$ cat src/rtl/ctf_pkg.sv
// constants for the transmit-buffer flag and interrupt-enable block
// assumes a 32-bit apb slave port with one aligned word per register
package ctf_pkg;

    // number of transmit message buffers
    localparam int unsigned CTF_NUM_BUF = 3;

    // register byte offsets
    localparam logic [7:0] CTF_OFS_EMPTY_FLAGS = 8'h00;
    localparam logic [7:0] CTF_OFS_IRQ_ENABLES = 8'h04;
    localparam logic [7:0] CTF_OFS_ABORT_REQ   = 8'h08;
    localparam logic [7:0] CTF_OFS_ABORT_ACK   = 8'h0C;
    localparam logic [7:0] CTF_OFS_CONTROL_1   = 8'h10;

    // field positions in the control register
    localparam int unsigned CTF_BIT_LISTEN   = 0;
    localparam int unsigned CTF_BIT_INIT_REQ = 1;
    localparam int unsigned CTF_BIT_INIT_ACK = 2;

    // reset values
    localparam logic [2:0] CTF_RST_EMPTY     = 3'h7;
    localparam logic [2:0] CTF_RST_IRQ_EN    = 3'h0;
    localparam logic [2:0] CTF_RST_ABORT_REQ = 3'h0;
    localparam logic [2:0] CTF_RST_ABORT_ACK = 3'h0;
    localparam logic       CTF_RST_LISTEN    = 1'b0;
    localparam logic       CTF_RST_INIT_REQ  = 1'b0;

    // read value of an unmapped address
    localparam logic [31:0] CTF_RD_UNMAPPED = 32'h0000_0000;

endpackage

$ cat src/rtl/ctf_flag_if.sv
// carrier between the register front end and the flag bank
// assumes both ends share one clock
`timescale 1ns/1ps
interface ctf_flag_if;
    logic [2:0] clear_req;   // host asks to clear empty flags
    logic [2:0] abort_set;   // host asks to abort buffers
    logic [2:0] sent;        // engine: message sent ok
    logic [2:0] aborted;     // engine: abort succeeded
    logic       listen;      // listen mode active
    logic [2:0] empty;       // empty flags
    logic [2:0] abort_req;   // abort request bits
    logic [2:0] abort_ack;   // abort acknowledge bits

    modport bank (
        input  clear_req, abort_set, sent, aborted, listen,
        output empty, abort_req, abort_ack
    );
    modport ctrl (
        output clear_req, abort_set, sent, aborted, listen,
        input  empty, abort_req, abort_ack
    );
endinterface

$ cat src/rtl/ctf_flag_bank.sv
// per-buffer empty, abort request and abort acknowledge state
// assumes strobes are one-cycle pulses on the same clock
`timescale 1ns/1ps
module ctf_flag_bank
    import ctf_pkg::*;
(
    // clock and reset
    input  wire logic core_clk_in,
    input  wire logic rst_n_in,
    // flag carrier
    ctf_flag_if.bank  flg
);

    // whole state of the bank
    typedef struct packed {
        logic [2:0] empty;
        logic [2:0] areq;
        logic [2:0] aack;
    } ctf_bank_s;

    ctf_bank_s st_q;
    ctf_bank_s st_d;
    logic [2:0] clr_ok;      // clears that are allowed
    logic [2:0] hw_set;      // hardware sets of empty flags

    // next-state logic
    always_comb begin
        st_d   = st_q;
        // clears are dropped while listening
        clr_ok = flg.clear_req & {3{~flg.listen}};
        hw_set = flg.sent | flg.aborted;
        // set wins over a same-cycle clear
        st_d.empty = (st_q.empty & ~clr_ok) | hw_set;
        // abort only meaningful while scheduled; empty-set clears it
        st_d.areq = (st_q.areq | (flg.abort_set & ~st_q.empty)) & ~hw_set;
        // ack cleared by an effective clear, set wins
        st_d.aack = (st_q.aack & ~(clr_ok & ~hw_set)) | flg.aborted;
    end

    // state register
    always_ff @(posedge core_clk_in or negedge rst_n_in) begin
        if (!rst_n_in) begin
            st_q <= '{CTF_RST_EMPTY, CTF_RST_ABORT_REQ, CTF_RST_ABORT_ACK};
        end else begin
            st_q <= st_d;
        end
    end

    assign flg.empty     = st_q.empty;
    assign flg.abort_req = st_q.areq;
    assign flg.abort_ack = st_q.aack;
endmodule

$ cat src/rtl/ctf_top.sv
// transmit-buffer empty flags, abort bits and irq enables with apb
// assumes a synchronous protocol engine on core_clk_in giving pulses
//
// Overview of operation
// one empty flag per buffer, bits 2:0
// host clears flag after loading message
// successful send sets the empty flag
// successful abort sets the empty flag
// enabled set flag holds irq pending
// clearing flag clears abort acknowledge
// flag becoming set clears abort request
// listen mode: no clears, no transmissions
// block buffer access while message scheduled
// enables held at reset in init mode
// enables readable always, writable outside init; writes are taken only with both init bits low
// enable bit gates empty interrupt request
// one irq output, or of flag and enable
//
// The register offsets and the APB register port were decided locally.
`timescale 1ns/1ps
module ctf_top
    import ctf_pkg::*;
#(
    parameter int unsigned ADDR_W = 8   // apb address width
) (
    // clock and reset
    input  wire logic              core_clk_in,
    input  wire logic              rstn_in,
    // apb slave
    input  wire logic              psel_in,
    input  wire logic              penable_in,
    input  wire logic              pwrite_in,
    input  wire logic [ADDR_W-1:0] paddr_in,
    input  wire logic [31:0]       pwdata_in,
    input  wire logic [3:0]        pstrb_in,
    output logic                   pready_out,
    output logic [31:0]            prdata_out,
    output logic                   pslverr_out,
    // protocol engine
    input  wire logic [2:0]        tx_sent_in,
    input  wire logic [2:0]        tx_aborted_in,
    output logic [2:0]             tx_pending_out,
    output logic [2:0]             abort_request_out,
    // transmit buffer access arbitration
    input  wire logic [2:0]        buf_access_in,
    output logic [2:0]             buf_grant_out,
    // interrupt and mode status
    output logic                   tx_irq_out,
    output logic                   listen_mode_out,
    output logic                   init_mode_out
);

    // reset synchroniser, release through two flops
    logic [1:0] rst_sync_q;
    logic       rst_n;       // synchronised reset for the rest

    // two-flop release of the reset
    always_ff @(posedge core_clk_in or negedge rstn_in) begin
        if (!rstn_in) begin
            rst_sync_q <= 2'b00;
        end else begin
            rst_sync_q <= {rst_sync_q[0], 1'b1};
        end
    end
    assign rst_n = rst_sync_q[1];

    // whole register-side state
    typedef struct packed {
        logic [2:0]  irq_en;     // tx_empty_irq_enable bits
        logic        listen;     // listen mode
        logic        init_req;   // init_mode_request
        logic        init_ack;   // init_mode_acknowledge
        logic [31:0] rdata;      // read data for access phase
        logic        slverr;     // error for access phase
    } ctf_top_s;

    ctf_top_s st_q;
    ctf_top_s st_d;

    // carrier to the flag bank
    ctf_flag_if flg ();

    // apb decode helpers
    logic       setup_ph;    // setup cycle of a transfer
    logic       access_ph;   // access cycle, completes now
    logic       wr_acc;      // write completing this cycle
    logic [7:0] ofs;         // low byte of the address
    logic       in_init;     // init mode, both bits high
    logic       init_idle;   // both init bits low
    logic [2:0] wr_bits;     // low write bits, lane 0

    // true when the address hits a mapped register
    function automatic logic ctf_mapped(input logic [7:0] a);
        return (a == CTF_OFS_EMPTY_FLAGS) || (a == CTF_OFS_IRQ_ENABLES) ||
               (a == CTF_OFS_ABORT_REQ)   || (a == CTF_OFS_ABORT_ACK) ||
               (a == CTF_OFS_CONTROL_1);
    endfunction

    // zero wait states: every access completes in its first cycle
    assign setup_ph  = psel_in & ~penable_in;
    assign access_ph = psel_in & penable_in;
    assign wr_acc    = access_ph & pwrite_in & pstrb_in[0];
    assign ofs       = paddr_in[7:0];
    assign wr_bits   = pwdata_in[2:0];
    assign in_init   = st_q.init_req & st_q.init_ack;
    assign init_idle = ~st_q.init_req & ~st_q.init_ack;

    // strobes into the bank, write-one-to-clear on the flags
    always_comb begin
        flg.clear_req = 3'h0;
        flg.abort_set = 3'h0;
        if (wr_acc && ofs == CTF_OFS_EMPTY_FLAGS) begin
            // host marks loaded buffers as due
            flg.clear_req = wr_bits;
        end else if (wr_acc && ofs == CTF_OFS_ABORT_REQ) begin
            // host requests abort of scheduled buffers
            flg.abort_set = wr_bits;
        end
    end

    // engine events pass straight to the bank
    assign flg.sent    = tx_sent_in;
    assign flg.aborted = tx_aborted_in;
    assign flg.listen  = st_q.listen;

    // next-state logic of the register side
    always_comb begin
        st_d = st_q;
        // acknowledge follows request one cycle later
        st_d.init_ack = st_q.init_req;
        // control register write
        if (wr_acc && ofs == CTF_OFS_CONTROL_1) begin
            st_d.listen   = pwdata_in[CTF_BIT_LISTEN];
            st_d.init_req = pwdata_in[CTF_BIT_INIT_REQ];
        end
        // enables: writable only with both init bits low
        if (wr_acc && ofs == CTF_OFS_IRQ_ENABLES && init_idle) begin
            st_d.irq_en = wr_bits;
        end
        // held in reset state throughout init mode
        if (in_init) begin
            st_d.irq_en = CTF_RST_IRQ_EN;
        end
        // read data captured in setup, shown in access
        if (setup_ph) begin
            st_d.rdata  = CTF_RD_UNMAPPED;
            st_d.slverr = ~ctf_mapped(ofs);
            if (ofs == CTF_OFS_EMPTY_FLAGS) begin
                st_d.rdata[2:0] = flg.empty;
            end else if (ofs == CTF_OFS_IRQ_ENABLES) begin
                // readable at any time, init or not
                st_d.rdata[2:0] = st_q.irq_en;
            end else if (ofs == CTF_OFS_ABORT_REQ) begin
                st_d.rdata[2:0] = flg.abort_req;
            end else if (ofs == CTF_OFS_ABORT_ACK) begin
                st_d.rdata[2:0] = flg.abort_ack;
            end else if (ofs == CTF_OFS_CONTROL_1) begin
                st_d.rdata[CTF_BIT_LISTEN]   = st_q.listen;
                st_d.rdata[CTF_BIT_INIT_REQ] = st_q.init_req;
                st_d.rdata[CTF_BIT_INIT_ACK] = st_q.init_ack;
            end else begin
                // unmapped: zero data and an error
                st_d.rdata = CTF_RD_UNMAPPED;
            end
        end
    end

    // state register of the register side
    always_ff @(posedge core_clk_in or negedge rst_n) begin
        if (!rst_n) begin
            st_q.irq_en   <= CTF_RST_IRQ_EN;
            st_q.listen   <= CTF_RST_LISTEN;
            st_q.init_req <= CTF_RST_INIT_REQ;
            st_q.init_ack <= CTF_RST_INIT_REQ;
            st_q.rdata    <= CTF_RD_UNMAPPED;
            st_q.slverr   <= 1'b0;
        end else begin
            st_q <= st_d;
        end
    end

    // the flag bank itself
    ctf_flag_bank u_bank (
        .core_clk_in (core_clk_in),
        .rst_n_in    (rst_n),
        .flg         (flg)
    );

    // apb answer, handshake combinational, data from flops
    assign pready_out  = access_ph;
    assign prdata_out  = st_q.rdata;
    assign pslverr_out = access_ph & st_q.slverr;

    // no transmission starts while listening
    assign tx_pending_out    = ~flg.empty & {3{~st_q.listen}};
    assign abort_request_out = flg.abort_req;

    // scheduled buffers are locked against host access
    assign buf_grant_out = buf_access_in & flg.empty;

    // single irq: any enabled empty flag
    assign tx_irq_out = |(flg.empty & st_q.irq_en);

    // mode status
    assign listen_mode_out = st_q.listen;
    assign init_mode_out   = in_init;
endmodule

$ cat config.mk
export PLATFORM = sky130hd
export DESIGN_NAME = ctf_top
export DESIGN_NICKNAME = d
export VERILOG_FILES = /design/src/rtl/ctf_pkg.sv /design/src/rtl/ctf_flag_if.sv /design/src/rtl/ctf_flag_bank.sv /design/src/rtl/ctf_top.sv
export SDC_FILE = /design/constraint.sdc
export NUM_CORES = 1
export LEC_CHECK = 0
export BUFFER_PORTS_ARGS = -buffer_cell sky130_fd_sc_hd__clkbuf_2
export CAP_MARGIN = 0
export CORE_UTILIZATION = 43
export DETAILED_ROUTE_END_ITERATION = 7
export HOLD_SLACK_MARGIN = 0.12
export PLACE_DENSITY = 0.85
export SYNTH_ARGS = -nofsm -noshare
export SYNTH_HDL_FRONTEND = slang
export SYNTH_HIERARCHICAL = 1
export SYNTH_SLANG_ARGS = --single-unit
$ cat constraint.sdc
create_clock -name core_clk_in -period 2.2 [get_ports core_clk_in]
set_input_delay 0.22 -clock core_clk_in [delete_from_list [all_inputs] [get_ports core_clk_in]]
set_output_delay 0.22 -clock core_clk_in [all_outputs]
set_load 0.02 [all_outputs]
==> flow_metrics.env <==
export IMPL_max_freq_ghz=0.644
export IMPL_timing_hold_worst_class="primary input to flop"
export IMPL_detail_route_first_pass_iterations=4
export IMPL_track_usage_pct=16.0
export IMPL_h_tree_depth=1
export IMPL_worst_endpoint_arrival_ns=1.33
export IMPL_final_max_slew_violation_count=0
export IMPL_antenna_found_initial=0
export IMPL_period_share_pct=70.6
export IMPL_setup_repair_after_global_routing_missed_its_margin="false"
export IMPL_detail_route_drc_violations=0
export IMPL_synth_ff_type="dfrtp_1"
export IMPL_hold_violations=0
export IMPL_synth_lib_cells_used_distinct=40
export IMPL_final_setup_tns_ns=0
export IMPL_antenna_diode_count=0
export IMPL_postLayoutSetupSlackWorst_ns=0.647
export IMPL_gr_overflow_total=0
export IMPL_number_of_endpoints_failing_setup_at_the_final_stage=0
export IMPL_finalNonFillerCells=241
export IMPL_path_max_fanout=5
export IMPL_boundaryPins=104
export IMPL_yosys_register_bits=21
export IMPL_dp_hpwl_mm=2.11
export IMPL_tightest_slew_ns=0.738
export IMPL_die_area_um2=3520
export IMPL_power_per_cell_area_nw_per_um2=455
export IMPL_cts_tree="done"
export IMPL_cp_peak_stage_delay_ns=0.46
export IMPL_slew_headroom_pct=50.8
export IMPL_design_area_um2=1550
export IMPL_power_static_leakage_nw=0.826
export IMPL_worst_setup_hold_path_clk_slew_ns=0.11
export IMPL_detail_route_vias_per_cell=4.64
export IMPL_cts_buffers_inserted=3
export IMPL_ys_warnings_count=6
export IMPL_grt_first_pass_wirelength_mm=4.12
export IMPL_post_route_cells_drive_above_1_share_pct=28.4
export IMPL_initialDrtViolationCount=35
export IMPL_timing_worst_setup_path_type="flop to output pin"
export IMPL_area_of_the_core_um2=3080
export IMPL_postSynth_asyncResetShare_pct=100
export IMPL_clkSinkCount=21
export IMPL_run_status="finished, final reports clean"
export IMPL_layout_core_utilization_pct=50.4
export IMPL_power_share_switching_pct=29.4
export IMPL_power_clock_fraction_pct=25.7
export IMPL_combinational_share_of_power_pct=17.8
export IMPL_fin_worst_hold_slack_ns=0.139
export IMPL_io_buffers=42
export IMPL_synth_yosys_seq_area_share_pct=37.5
export IMPL_critical_path_cell_chain="a222oi_1 -> inv_1 -> clkbuf_2"
export IMPL_placement_rows=20
export IMPL_cp_startpoint_kind="flop"
export IMPL_grt_max_degree=20
export IMPL_cts_max_path_buffers=2
export IMPL_placed_cells=236
export IMPL_post_synth_edffs=0
export IMPL_via_count=1119
export IMPL_initial_utilization_pct=45.9
export IMPL_routability_congestion=0.890
export IMPL_share_of_total_power_in_sequential_cells_pct=56.5
export IMPL_cp_num_buf_inv=2
export IMPL_max_cap_violations=0
export IMPL_cp_end_kind="output pin"
export IMPL_synthToLayoutAreaGrowth_pct=10.0
export IMPL_die_width_um=59.3
export IMPL_vdd_ir_drop_worst_uv=225
export IMPL_insertion_delay_ns=0.30
export IMPL_synth_cells=160
export IMPL_final_fill_count=304
export IMPL_finalNetCount=256
export IMPL_placed_cell_area_um2=1520
export IMPL_clock_tree_root_cell="clkbuf_4"
export IMPL_finalPower_mw=0.706
export IMPL_intPower_mw=0.498
export IMPL_final_antenna_net_count=0
export IMPL_synth_area_per_cell_um2=8.82
export IMPL_finalClockSkew_ns=0.00247
export IMPL_timing_final_crit_period_ns=1.55
export IMPL_routed_wl_mm=2.60
export IMPL_route_detailed_wl_per_inst_um=10.8
export IMPL_chipHeight_um=59.3
export IMPL_cp_top_family="flip-flops"
export IMPL_data_required_critical_path_ns=1.98
export IMPL_first_global_vias=942
export IMPL_synth_cell_area_um2=1410
export IMPL_net_switching_power_mw=0.208
export IMPL_library_cell_contributing_the_largest_single_delay_on_the_critical_path="dfrtp_1"
export IMPL_preCtsSetupSlack_ns=0.453
what timing repair did:
| item | in CTS | in global routing |
|---|---|---|
| hold endpoints to repair | 2 | 0 |
| endpoints found under the setup margin | 0 | 0 |
| buffers inserted | 0 | 0 |
| resized for setup | 0 | 0 |
| hold buffers | 1 | 0 |
final cells by class:
| class | instances | area, µm² | area share [%] |
|---|---|---|---|
| sequential | 21 | 529 | 34.1 |
| multi-input combinational | 122 | 696 | 44.8 |
| clock buffer | 4 | 26.3 | 1.69 |
| tap | 44 | 55.1 | 3.55 |
| timing repair buffer | 43 | 220 | 14.2 |
| inverter | 7 | 26.3 | 1.69 |
per-layer routing:
metal | track usage (%) | part of all wire (%)
met1 | 22.7 | 46
met2 | 24.2 | 46
met3 | 1.97 | 5.9
met4 | 7.14 | 1.6
met5 | 0 | 0
logic make-up after synthesis:
| logic type | count (synthesis) | synth area share, % |
|---|---|---|
| AND/OR/NAND/NOR | 58 | 22.3 |
| buffers and inverters | 45 | 20.7 |
| AO/OA/AOI/OAI | 24 | 11.9 |
| flip-flops | 21 | 37.5 |
| multiplexers | 9 | 6.56 |
| other | 2 | 0.532 |
| XOR/XNOR | 1 | 0.621 |
synth_stat cells (3+ instances only):
| cell | count | area [µm²] |
|---|---|---|
| mux2i_1 | 7 | 70.1 |
| and2_1 | 10 | 62.6 |
| dfrtp_1 | 18 | 450 |
| dfstp_2 | 3 | 78.8 |
| inv_1 | 7 | 26.3 |
| a21oi_1 | 6 | 30.0 |
| nor2_1 | 13 | 48.8 |
| buf_4 | 32 | 240 |
| nor2b_1 | 9 | 56.3 |
| nand2_1 | 10 | 37.5 |
| o21a_1 | 3 | 22.5 |
path summary, 6_finish.rpt:
kind / from / endpoint / slack [ns] / cells after the start
worst max-delay path: st_q[37]$_DFFE_PN0P_ / tx_irq_out / 0.65 / 3
worst min-delay path: tx_sent_in[0] / u_bank/flg.empty[0]$_DFF_PN1_ / 0.14 / 3
worst max register to register: listen_mode_out$_DFFE_PN0P_ / prdata_out[0]$_DFFE_PN0P_ / 0.89 / 4
worst min register to register: rst_sync_q[1]$_DFF_PN0_ / u_bank/flg.abort_req[0]$_DFF_PN0_ / 0.31 / 0
max in group asynchronous: rst_sync_q[1]$_DFF_PN0_ / st_q[0]$_DFFE_PN0P_ / 1.43 / 0
min in group asynchronous: rstn_in / rst_sync_q[0]$_DFF_PN0_ / 0.22 / 2
worst reg2reg max path, stage by stage (launching register included):
cell and delay [ns]:
dfrtp_1 0.54, nor2b_1 0.09, o2bb2ai_1 0.16, a221oi_1 0.07, o41ai_1 0.34
power by group through the flow:
stage,clock network [mW],logic (mW),registers (mW)
after CTS,0.189,0.126,0.400
after detailed placement,0,0.124,0.407
after floorplan,0,0.127,0.404
final,0.181,0.126,0.399
after global routing,0.207,0.139,0.401
after global placement,0,0.122,0.406
sequential cells by signal, summed over array words and instances, names as in the netlist:
name                  flops
u_bank/flg.empty          3
st_d                      1
u_bank/flg.abort_ack      3
listen_mode_out           1
rst_sync_q                2
st_q                      5
u_bank/flg.abort_req      3
prdata_out                3
placed cells by master (no fill, tap or decap), types with 3 or more instances in the layout:
master     n
a21oi_1    6
conb_1    30
inv_1      7
clkbuf_4   3
clkbuf_2  42
nor2b_1    9
dfstp_2    3
and2_1    10
nor2_1    13
nand2_1   10
dfrtp_1   18
mux2i_1    7
o21a_1     3
No activity file was read; power rests on OpenSTA's default activity.
